`src/logic/frsf_pkg.sv`:
```
// shared constants and carrier types for the flash ready/status flags block
package frsf_pkg;
    // status word layout
    localparam int STAT_W = 16;
    localparam int BIT_POLL = 7;
    localparam int BIT_TOGGLE = 6;
    localparam int BIT_FAIL = 5;
    localparam int BIT_EWIN = 3;
    localparam int BIT_STOG = 2;
    localparam logic [15:0] STAT_RESERVED_VAL = 16'h0000;
    // timing, in their own units
    localparam int CLK_MHZ = 100;
    localparam int PROT_FLAG_US = 100;
    localparam int ERASE_WIN_US = 96;
    localparam int PROT_FLAG_CYC = PROT_FLAG_US * CLK_MHZ;
    localparam int ERASE_WIN_CYC = ERASE_WIN_US * CLK_MHZ;
    // engine states
    typedef enum logic [2:0] {
        ST_IDLE = 3'h0,
        ST_EWIN = 3'h1,
        ST_ERASE = 3'h2,
        ST_SUSP = 3'h3,
        ST_PROG = 3'h4,
        ST_SPROG = 3'h5,
        ST_PROT = 3'h6
    } frsf_state_t;
    // operation start requests from the command decoder
    typedef struct packed {
        logic prog;
        logic erase_sel;
        logic suspend;
        logic resume;
        logic prot_hit;
        logic [15:0] wdata;
    } frsf_cmd_t;
    // array-side progress events
    typedef struct packed {
        logic prog_done;
        logic erase_done;
        logic fail;
    } frsf_evt_t;
endpackage

```
`src/logic/frsf_timer.sv`:
```
// down-counter that flags expiry of a loaded cycle count
`timescale 1ns/1ns
`default_nettype none
module frsf_timer #(
    parameter int W = 16
) (
    // clock and reset
    input wire logic i_mclk,
    input wire logic i_rst_n,
    // control
    input wire logic i_load,
    input wire logic [W-1:0] i_count,
    input wire logic i_clear,
    // status
    output logic o_running,
    output logic o_expired
);
    logic [W-1:0] cnt_q, cnt_d;
    logic run_q, run_d;
    logic exp_q, exp_d;

    // next count: load wins over clear so a fresh window restarts cleanly
    always_comb begin
        cnt_d = cnt_q;
        run_d = run_q;
        exp_d = 1'b0;
        if (i_load) begin
            cnt_d = i_count;
            run_d = 1'b1;
        end else if (i_clear) begin
            run_d = 1'b0;
        end else if (run_q) begin
            if (cnt_q <= W'(1)) begin
                run_d = 1'b0;
                exp_d = 1'b1;
            end else begin
                cnt_d = cnt_q - W'(1);
            end
        end
    end

    // registers
    always_ff @(posedge i_mclk or negedge i_rst_n) begin
        if (!i_rst_n) begin
            cnt_q <= '0;
            run_q <= 1'b0;
            exp_q <= 1'b0;
        end else begin
            cnt_q <= cnt_d;
            run_q <= run_d;
            exp_q <= exp_d;
        end
    end

    assign o_running = run_q;
    assign o_expired = exp_q;
endmodule
`default_nettype wire

```
`src/logic/frsf_status.sv`:
```
// busy line and status word generation for the flash erase/program engine
`timescale 1ns/1ns
`default_nettype none
// Functional notes
// busy high during operation, refuse new ones
// busy low when ready or suspended
// busy feeds irq node, falling edge interrupts
// array reads return status while active
// flags at bits 7,6,5,3,2; rest reserved
// software masks reserved status bits
// software polls via poll/toggle/fail/window flags
// erase: poll flag 0 busy, 1 done
// protected erase: poll 0 for 100us
// suspend entry switches poll flag to 1
// program in suspend polls like normal
// program: poll flag complements written bit7
// toggle flag inverts on every status read
// status read at program or erase address
// erase starts after window; extra selects accepted
module frsf_status #(
    parameter int PROT_CYC = frsf_pkg::PROT_FLAG_CYC,
    parameter int EWIN_CYC = frsf_pkg::ERASE_WIN_CYC
) (
    // clock and reset
    input wire logic i_mclk,
    input wire logic i_rst_n,
    // commands and array events
    input wire frsf_pkg::frsf_cmd_t i_cmd,
    input wire frsf_pkg::frsf_evt_t i_evt,
    // processor read port
    input wire logic i_rd,
    input wire logic i_rd_in_target,
    input wire logic [15:0] i_array_data,
    output logic [15:0] o_rdata,
    // busy line to the extra peripheral irq node
    output logic o_busy,
    output logic o_busy_fall,
    // erase start strobe to the array and command-refused pulse
    output logic o_erase_start,
    output logic o_cmd_refused
);
    localparam int TW = 16;
    frsf_pkg::frsf_state_t st_q, st_d;
    logic [15:0] rdata_q, rdata_d;
    logic busy_q, busy_d;
    logic fall_q, fall_d;
    logic estart_q, estart_d;
    logic refuse_q, refuse_d;
    logic tog_q, tog_d;
    logic stog_q, stog_d;
    logic fail_q, fail_d;
    logic poll_q, poll_d;
    logic wbit7_q, wbit7_d;
    logic t_load, t_clear, t_run, t_exp;
    logic [TW-1:0] t_count;

    // one timer serves both the erase window and the protected-block flag
    frsf_timer #(.W(TW)) u_timer (
        .i_mclk(i_mclk),
        .i_rst_n(i_rst_n),
        .i_load(t_load),
        .i_count(t_count),
        .i_clear(t_clear),
        .o_running(t_run),
        .o_expired(t_exp)
    );

    // active means the engine owns the array; suspend releases it
    function automatic logic is_active(input frsf_pkg::frsf_state_t s);
        return s != frsf_pkg::ST_IDLE && s != frsf_pkg::ST_SUSP;
    endfunction

    // assemble status word; reserved bits read as zero
    function automatic logic [15:0] stat_word(input logic p, input logic t, input logic f,
                                              input logic e, input logic s);
        logic [15:0] w;
        w = frsf_pkg::STAT_RESERVED_VAL;
        w[frsf_pkg::BIT_POLL] = p;
        w[frsf_pkg::BIT_TOGGLE] = t;
        w[frsf_pkg::BIT_FAIL] = f;
        w[frsf_pkg::BIT_EWIN] = e;
        w[frsf_pkg::BIT_STOG] = s;
        return w;
    endfunction

    // engine sequencing and flag updates
    always_comb begin
        st_d = st_q;
        poll_d = poll_q;
        wbit7_d = wbit7_q;
        fail_d = fail_q | i_evt.fail;
        estart_d = 1'b0;
        refuse_d = 1'b0;
        t_load = 1'b0;
        t_clear = 1'b0;
        t_count = TW'(EWIN_CYC);
        unique case (st_q)
            frsf_pkg::ST_IDLE, frsf_pkg::ST_SUSP: begin
                if (i_cmd.prog) begin
                    st_d = (st_q == frsf_pkg::ST_SUSP) ? frsf_pkg::ST_SPROG : frsf_pkg::ST_PROG;
                    wbit7_d = i_cmd.wdata[frsf_pkg::BIT_POLL];
                    poll_d = ~i_cmd.wdata[frsf_pkg::BIT_POLL];
                    fail_d = i_evt.fail; // a failure landing with the start still wins over the clear
                end else if (st_q == frsf_pkg::ST_SUSP && i_cmd.resume) begin
                    st_d = frsf_pkg::ST_ERASE;
                    poll_d = 1'b0;
                end else if (st_q == frsf_pkg::ST_IDLE && i_cmd.erase_sel && i_cmd.prot_hit) begin
                    st_d = frsf_pkg::ST_PROT;
                    poll_d = 1'b0;
                    t_load = 1'b1;
                    t_count = TW'(PROT_CYC);
                end else if (st_q == frsf_pkg::ST_IDLE && i_cmd.erase_sel) begin
                    st_d = frsf_pkg::ST_EWIN;
                    poll_d = 1'b0;
                    fail_d = i_evt.fail; // set wins over the start-of-operation clear
                    t_load = 1'b1;
                end
            end
            frsf_pkg::ST_EWIN: begin
                if (i_cmd.erase_sel && !i_cmd.prot_hit) begin
                    t_load = 1'b1; // extra block restarts the window
                end else if (t_exp) begin
                    st_d = frsf_pkg::ST_ERASE;
                    estart_d = 1'b1;
                end
                refuse_d = i_cmd.prog;
            end
            frsf_pkg::ST_ERASE: begin
                refuse_d = i_cmd.prog | i_cmd.erase_sel;
                if (i_evt.erase_done) begin
                    st_d = frsf_pkg::ST_IDLE;
                    poll_d = 1'b1;
                end else if (i_cmd.suspend) begin
                    st_d = frsf_pkg::ST_SUSP;
                    poll_d = 1'b1;
                end
            end
            frsf_pkg::ST_PROG, frsf_pkg::ST_SPROG: begin
                refuse_d = i_cmd.prog | i_cmd.erase_sel;
                if (i_evt.prog_done) begin
                    st_d = (st_q == frsf_pkg::ST_SPROG) ? frsf_pkg::ST_SUSP : frsf_pkg::ST_IDLE;
                    poll_d = wbit7_q;
                end
            end
            frsf_pkg::ST_PROT: begin
                refuse_d = i_cmd.prog | i_cmd.erase_sel;
                if (t_exp) begin
                    st_d = frsf_pkg::ST_IDLE; // back to array data
                    t_clear = 1'b1;
                end
            end
            default: st_d = frsf_pkg::ST_IDLE;
        endcase
    end

    // busy line and read path; busy low when suspended
    always_comb begin
        logic rd_stat;
        rd_stat = i_rd && is_active(st_q) && i_rd_in_target;
        busy_d = is_active(st_d) && st_d != frsf_pkg::ST_PROT;
        if (st_d == frsf_pkg::ST_PROT) begin
            busy_d = 1'b1;
        end
        fall_d = busy_q && !busy_d;
        tog_d = tog_q ^ rd_stat;
        stog_d = stog_q ^ (rd_stat && st_q != frsf_pkg::ST_PROG); // erase-mode toggle
        if (i_rd) begin
            rdata_d = rd_stat ? stat_word(poll_q, tog_q, fail_q, st_q == frsf_pkg::ST_EWIN, stog_q)
                              : i_array_data;
        end else begin
            rdata_d = rdata_q;
        end
    end

    // registers; every output comes from here
    always_ff @(posedge i_mclk or negedge i_rst_n) begin
        if (!i_rst_n) begin
            st_q <= frsf_pkg::ST_IDLE;
            rdata_q <= 16'h0000;
            busy_q <= 1'b0;
            fall_q <= 1'b0;
            estart_q <= 1'b0;
            refuse_q <= 1'b0;
            tog_q <= 1'b0;
            stog_q <= 1'b0;
            fail_q <= 1'b0;
            poll_q <= 1'b0;
            wbit7_q <= 1'b0;
        end else begin
            st_q <= st_d;
            rdata_q <= rdata_d;
            busy_q <= busy_d;
            fall_q <= fall_d;
            estart_q <= estart_d;
            refuse_q <= refuse_d;
            tog_q <= tog_d;
            stog_q <= stog_d;
            fail_q <= fail_d;
            poll_q <= poll_d;
            wbit7_q <= wbit7_d;
        end
    end

    assign o_rdata = rdata_q;
    assign o_busy = busy_q;
    assign o_busy_fall = fall_q;
    assign o_erase_start = estart_q;
    assign o_cmd_refused = refuse_q;

    // busy tracks the running operation, low in suspend
    a_busy_matches_state: assert property (@(posedge i_mclk) disable iff (!i_rst_n)
        busy_q == (st_q != frsf_pkg::ST_IDLE && st_q != frsf_pkg::ST_SUSP))
        else $error("busy line disagrees with engine state");
    a_suspend_not_busy: assert property (@(posedge i_mclk) disable iff (!i_rst_n)
        st_q == frsf_pkg::ST_SUSP |-> !busy_q)
        else $error("busy high while suspended");
    a_fall_pulse_edge: assert property (@(posedge i_mclk) disable iff (!i_rst_n)
        fall_q |-> !busy_q && $past(busy_q))
        else $error("ready event without busy drop");
    a_prog_refused: assert property (@(posedge i_mclk) disable iff (!i_rst_n)
        busy_q && i_cmd.prog |=> refuse_q)
        else $error("program accepted while busy");
    a_status_on_read: assert property (@(posedge i_mclk) disable iff (!i_rst_n)
        i_rd && i_rd_in_target && busy_q |=> o_rdata[15:8] == 8'h00 && !o_rdata[4] && o_rdata[1:0] == 2'h0)
        else $error("reserved status bits not zero");
    a_erase_done_poll: assert property (@(posedge i_mclk) disable iff (!i_rst_n)
        st_q == frsf_pkg::ST_ERASE && i_evt.erase_done |=> poll_q && !busy_q)
        else $error("poll flag not set after erase");
    a_suspend_poll_one: assert property (@(posedge i_mclk) disable iff (!i_rst_n)
        st_q == frsf_pkg::ST_ERASE && i_cmd.suspend && !i_evt.erase_done |=> poll_q && st_q == frsf_pkg::ST_SUSP)
        else $error("suspend entry did not set poll flag");
    a_prog_poll_inv: assert property (@(posedge i_mclk) disable iff (!i_rst_n)
        (st_q == frsf_pkg::ST_IDLE || st_q == frsf_pkg::ST_SUSP) && i_cmd.prog
        |=> poll_q == !$past(i_cmd.wdata[frsf_pkg::BIT_POLL]))
        else $error("poll flag not complement of written bit");
    a_toggle_on_read: assert property (@(posedge i_mclk) disable iff (!i_rst_n)
        i_rd && i_rd_in_target && busy_q |=> tog_q != $past(tog_q))
        else $error("toggle flag did not invert");
    a_erase_waits_window: assert property (@(posedge i_mclk) disable iff (!i_rst_n)
        $rose(st_q == frsf_pkg::ST_EWIN) |-> !estart_q [*2])
        else $error("erase started before window");
endmodule
`default_nettype wire

```
`config.mk`:
```
export PLATFORM = sky130hd
export DESIGN_NAME = frsf_status
export DESIGN_NICKNAME = d
export VERILOG_FILES = /design/src/logic/frsf_pkg.sv /design/src/logic/frsf_timer.sv /design/src/logic/frsf_status.sv
export SDC_FILE = /design/constraint.sdc
export NUM_CORES = 1
export LEC_CHECK = 0
export BUFFER_PORTS_ARGS = -buffer_cell sky130_fd_sc_hd__buf_4
export CAP_MARGIN = 5
export CORE_ASPECT_RATIO = 0.9
export CORE_MARGIN = 5
export CORE_UTILIZATION = 31
export DETAILED_ROUTE_END_ITERATION = 16
export SETUP_SLACK_MARGIN = 0.1
export SYNTH_ARGS = -nofsm -noshare
export SYNTH_HDL_FRONTEND = slang
export SYNTH_SLANG_ARGS = --single-unit
```
`constraint.sdc`:
```
create_clock -name i_mclk -period 2 [get_ports i_mclk]
set_clock_uncertainty 0.1 [all_clocks]
set_input_delay 0.2 -clock i_mclk [delete_from_list [all_inputs] [get_ports i_mclk]]
set_output_delay 0.2 -clock i_mclk [all_outputs]
set_load 0.02 [all_outputs]
```
; Word level (Yosys, flattened, before mapping)
; Cells that the tools add are included.
[op_classes]
n_mux = 55
bitwise = 5
addsub = 1
n_lt_le_gt_ge = 1
eq_ne = 16
n_reduce_logical = 24
[op_table]
columns = cell, count
row1 = 2-to-1 mux 16 bit, 5
row2 = 2-to-1 mux 10 bit, 4
row3 = 2-to-1 mux 1 bit, 31
row4 = 2-to-1 mux 3 bit, 10
row5 = less-or-equal comparator 16 x 1 -> 1 bit (second input constant), 1
row6 = subtractor 16 x 1 -> 16 bit (second input constant), 1
row7 = one-hot mux 3 bit (5 select lines), 1
row8 = equality test 3 bit (second input constant), 4
row9 = logical AND 1 bit, 11
row10 = inequality test 3 bit (second input constant), 3
row11 = nonzero test 3 bit, 3
row12 = equality test 3 x 2 -> 1 bit (second input constant), 2
row13 = inequality test 2 bit (second input constant), 3
row14 = inequality test 3 x 2 -> 1 bit (second input constant), 2
row15 = inequality test 5 bit (second input constant), 1
row16 = one-hot mux 1 bit (2 select lines), 2
row17 = AND reduction 4 bit, 1
row18 = OR reduction 2 bit, 2
row19 = OR reduction 4 bit, 1
row20 = equality test 3 x 1 -> 1 bit (second input constant), 1
row21 = logical NOT 3 bit, 1
row22 = one-hot mux 1 bit (3 select lines), 1
row23 = AND reduction 3 bit, 1
row24 = logical NOT 1 bit, 2
row25 = other kinds (6), 8
[totals]
out_inout_bits = 20
register_bits = 46
in_bits = 44
elab_cells = 116

; Logic depth before layout (Yosys ltp)
[depth]
ltp_word = 13
ltp_mapped = 7
mapped_depth_nobuf = 7

; Hierarchy
; A second synthesis with hierarchy kept.
[hier_totals]
hier_cells = 275
area_unflattened_um2 = 2661.3
[by_module_without_submodules]
columns = module, seq_area_each_um2, area_each_um2, n_inst, cells_each
row1 = frsf_status, 700.7, 1450.1, 1, 139
row2 = frsf_timer, 450.4, 1211.2, 1, 136

; Worst setup path after synthesis
; OpenSTA, ideal clock, no wires.
[synth_timing]
kind = reg2reg
from = register u_timer.cnt_q[12]
to = register u_timer.cnt_q[4]
required_time_ns = 1.780
t_arrival_ns = 1.862
setup_slack_ns = -0.082
synth_period_minus_slack_ns = 2.082
stages_incl_launch_ff = 7
setup_time_ns = 0.120
path_buffers = 1
path_cell_list = dfrtp_1 or3_1 buf_2 nor4_4 a21oi_4 or2_4 o211a_1
[synth_via]
elab_chain_len = 3
[synth_rtl]
columns = item, line_no
row1 = start: declaration, frsf_timer.sv:18  ; logic [W-1:0] cnt_q, cnt_d;
row2 = start signal: assignment, frsf_timer.sv:49  ; cnt_q <= cnt_d;
row3 = less-or-equal comparator 16 x 1 -> 1 bit, frsf_timer.sv:33  ; if (cnt_q <= W'(1)) begin
row4 = inequality test 2 bit (no line), n/a
row5 = AND reduction 3 bit (no line), n/a
; No other way between the ends.
; A chain may end at the register's enable or synchronous reset.

; Worst setup path after layout
[layout_timing]
from = register u_timer.cnt_q[5]
to = register u_timer.cnt_q[9]
[layout_via]
elab_chain_len = 5
elab_cells_between_ends = 8
cone_classes = add/sub (1) / order compare (1) / eq/ne (1) / mux (4) / reduce/logical (1)
[layout_rtl]
columns = item, line_no
row1 = subtractor 16 x 1 -> 16 bit, frsf_timer.sv:37  ; cnt_d = cnt_q - W'(1);
row2 = 2-to-1 mux 16 bit, frsf_timer.sv:33
row3 = 2-to-1 mux 16 bit, frsf_timer.sv:32  ; end else if (run_q) begin
row4 = 2-to-1 mux 16 bit, frsf_timer.sv:30  ; end else if (i_clear) begin
row5 = 2-to-1 mux 16 bit, frsf_timer.sv:27  ; if (i_load) begin
; Parallel ways exist; a longest one is shown, timed or not. The select of a mux whose other input is x is not followed.

==> results by group <==
Routing
  • WL/cell: 14.3 µm
  • Vias per cell: 5.02
  • Vias: 2,216
  • DRC: 0
  • Drt first pass iters: 4
  • DRT antenna net count: 0
  • Routed WL: 6.30 mm
  • Initial DRC count: 85

Pwr
  • Lkg Pwr: 1.65 nW
  • PD cells: 1180 mW/mm²
  • Worst IR drop on VDD: 0.671 mV
  • Total power: 0.00443 W

STA
  • Final min period: 2.05 ns
  • Max Clock Freq: 489 MHz
  • Final-report setup violation count: 2
  • Setup TNS Final: -0.0797 ns
  • Final Hold Vio Count: 0
  • Tcrit/Tclk final: 102%
  • Setup ws final: -0.0455 ns
  • Tightest Pin Transition: 0.589 ns
  • Slew headroom: 60.7%
  • Unrepaired setup endpoints after global routing: yes
  • Max Slew Vio Count: 0

Setup path
  • CP peak stage delay: 0.57 ns
  • Worst Setup Start Kind: flop
  • Worst-path maximum fanout: 3
  • R2r endpoint: u_timer.cnt_q[9]
  • Crit-path cells: or4_4 -> or4_4 -> nor2_4 -> a41oi_2 -> o22a_1
  • Crit-path slowest cell: or4_4
  • Critical Path Stages: 5
  • Critical R2R Launch: u_timer.cnt_q[5]
  • WP buf/inv: 0
  • Reg2Reg Depth: 5
  • CP top delay family: simple AND/OR/NAND/NOR gates
  • Reg2Reg Setup Slack: -0.05 ns
  • Kind of critical path: flop to flop
  • CP endpoint kind: flop
  • Most frequent cell on the critical path: or4_4
  • CP arrival: 2.15 ns
  • CP Data Required Time: 2.10 ns

GRT
  • Initial antenna violation count: 0
  • Largest net degree at the start of global routing: 47
  • M2 GR Usage: 21.9%
  • GR Layer Usage met3: 3.44%
  • Gr ovfl total: 0
  • Vias in the first global route: 2,269
  • First-pass GRT wire length: 10.8 mm
  • Most Crowded Layer GR: met2
  • M1 GR Usage: 17.4%
  • GRT Resource Usage Total: 13.3%

Synthesis
  • Sequential share of the synthesized area: 47.0%
  • Library cells used by synthesis: 55
  • Avg Synthesized Cell Area: 9.99 µm²
  • Async set-reset flop share out of synthesis: 100%
  • Number of synthesized flops with an enable pin: 0
  • Yosys reg bits: 46
  • Yosys Warn Count: 0
  • Synth Instances: 245
  • Post-Syn Area: 0.00245 mm²
  • Post-Syn Nets: 291
  • Post-synth top flop: dfrtp_1

Finish
  • Fill count: 694
  • ANT cells: 0
  • Nets: 390
  • Layout overhead on the synthesized area: 52.9%
  • Ratio of cells with drive above 1 in the final layout: 47.0%

Status
  • Status: complete, but fails checks
  • Failing checks: negative setup slack

CTS
  • Clock slew at the register clock pins of the worst setup and hold paths: 0.09 ns
  • CTS tree: done
  • CTS Buffer Depth: 2
  • Worst-skew pair later-pin latency: 0.30 ns
  • Root buffer cell: clkbuf_8
  • CTS buffer count: 5
  • CTS H-tree depth: 2
  • Clock sink count: 46

Floorplanning
  • Die height: 94.3 µm
  • Io pins: 64
  • Starting Density: 32.1%
  • Die area: 0.00978 mm²
  • Core Area: 0.00762 mm²
  • Row cnt: 30
  • Die width: 104 µm

Placement
  • Port-buffer cells: 48
  • RD Place Congestion: 0.797
  • Post-detail-place hpwl: 4.25 mm

Job
  • MaxCap Viol Count: 0

Hold path
  • Hold path endpoint: wbit7_q
  • Hold depth: 2
  • Worst min path class: input port to flop
  • Hold path startpoint: i_cmd[7]
==> how the worst max path moves through the flow <==
stage / startpoint / to
floorplan: u_timer.cnt_q[12] / u_timer.cnt_q[4]
global placement: u_timer.cnt_q[0] / u_timer.cnt_q[3]
detailed placement: u_timer.cnt_q[4] / u_timer.cnt_q[7]
CTS: u_timer.cnt_q[5] / u_timer.cnt_q[9]
global route: u_timer.cnt_q[5] / u_timer.cnt_q[9]
finish: u_timer.cnt_q[5] / u_timer.cnt_q[9]
==> cell families after synthesis <==
family | after synthesis | synth area share (%)
multiplexers | 18 | 7.46
buffers and inverters | 25 | 3.99
XOR/XNOR | 14 | 5.01
adder cells (fa/ha/maj) | 2 | 1.02
AO/OA/AOI/OAI | 49 | 14.4
flip-flops | 46 | 47.0
AND/OR/NAND/NOR | 91 | 21.1
==> report_power, final <==
group	leakage, nW	internal [W]	switching, W	total [W]
combinational	1.05	0.00126	0.00112	0.00238
sequential	0.551	0.00121	0.000250	0.00146
clock	0.0441	0.000246	0.000333	0.000579
total	1.65	0.00272	0.00170	0.00443
==> final cells by class <==
cell class / instances / area, µm² / area share, %
clock buffer: 5 / 68.8 / 1.84
clock inverter: 3 / 21.3 / 0.568
inverter: 8 / 30.0 / 0.802
multi-input combinational: 174 / 1490 / 39.8
sequential: 46 / 1150 / 30.8
tap: 96 / 120 / 3.21
timing repair buffer: 109 / 861 / 23.0
==> cell usage after synthesis (4+ instances only) <==
cell type	count	share of area, %
nor2_1	32	4.9
nand2_1	5	0.77
nand4_1	5	1.3
inv_1	8	1.2
nand2b_1	5	1.3
a211oi_1	4	1.2
nand3_1	5	1.0
nor4_1	9	2.3
o21ai_0	6	1.2
a21oi_1	14	2.9
xnor2_1	12	4.3
dfrtp_1	46	47
mux2i_1	16	6.5
or3_1	4	1.0
clkbuf_1	11	1.7
==> per-layer routing <==
metal | vias up | part of all wire, % | routed length (µm)
met1 | 1066 | 46 | 2880
met5 | - | 0 | 0
met2 | 59 | 48 | 3000
li1 | 1086 | - | -
met4 | 0 | 0.78 | 49
met3 | 5 | 5.9 | 370
==> stage by stage <==
stage / utilization, % / setup slack, ns / hold slack [ns] / area [µm²] / instances
floorplan: - / -0.0819 / -0.196 / 2460 / 245
global placement: 42.5 / -0.167 / 0.147 / 3240 / 420
detailed placement: 42.5 / -0.128 / 0.149 / 3240 / 420
CTS: 47.9 / -0.0134 / 0.0364 / 3650 / 439
global route: 49.1 / -0.109 / 0.0456 / 3740 / 441
finish: 49.1 / -0.0455 / 0.0456 / 3740 / 441
==> timing repair <==
item                                    in CTS  in global routing
pin swaps                                   27                 14
resized for setup                           44                 18
hold buffers                                 2                  0
endpoints found under the setup margin      16                 19
buffers inserted                             9                  2
endpoints found under the hold margin       47                  0
==> layout by cell type (no fill, tap or decap), drive strengths merged, types with 3 or more instances in the layout <==
| cell type | Yosys | routed |
|---|---|---|
| buf | 6 | 107 |
| dfrtp | 46 | 46 |
| nor2 | 32 | 32 |
| mux2i | 16 | 16 |
| a21oi | 15 | 15 |
| xnor2 | 12 | 12 |
| nor4 | 10 | 10 |
| inv | 8 | 8 |
| o21ai | 7 | 7 |
| nand2b | 5 | 5 |
| nand4 | 5 | 5 |
| clkbuf | 11 | 5 |
| nand2 | 5 | 5 |
| nand3 | 5 | 5 |
| or2 | 4 | 4 |
| or3 | 4 | 4 |
| a2111oi | 4 | 4 |
| a211oi | 4 | 4 |
| nand3b | 3 | 3 |
| o211a | 3 | 3 |
| nor3 | 3 | 3 |
| or4 | 3 | 3 |
Note: power is estimated with default switching activity, not from simulation.
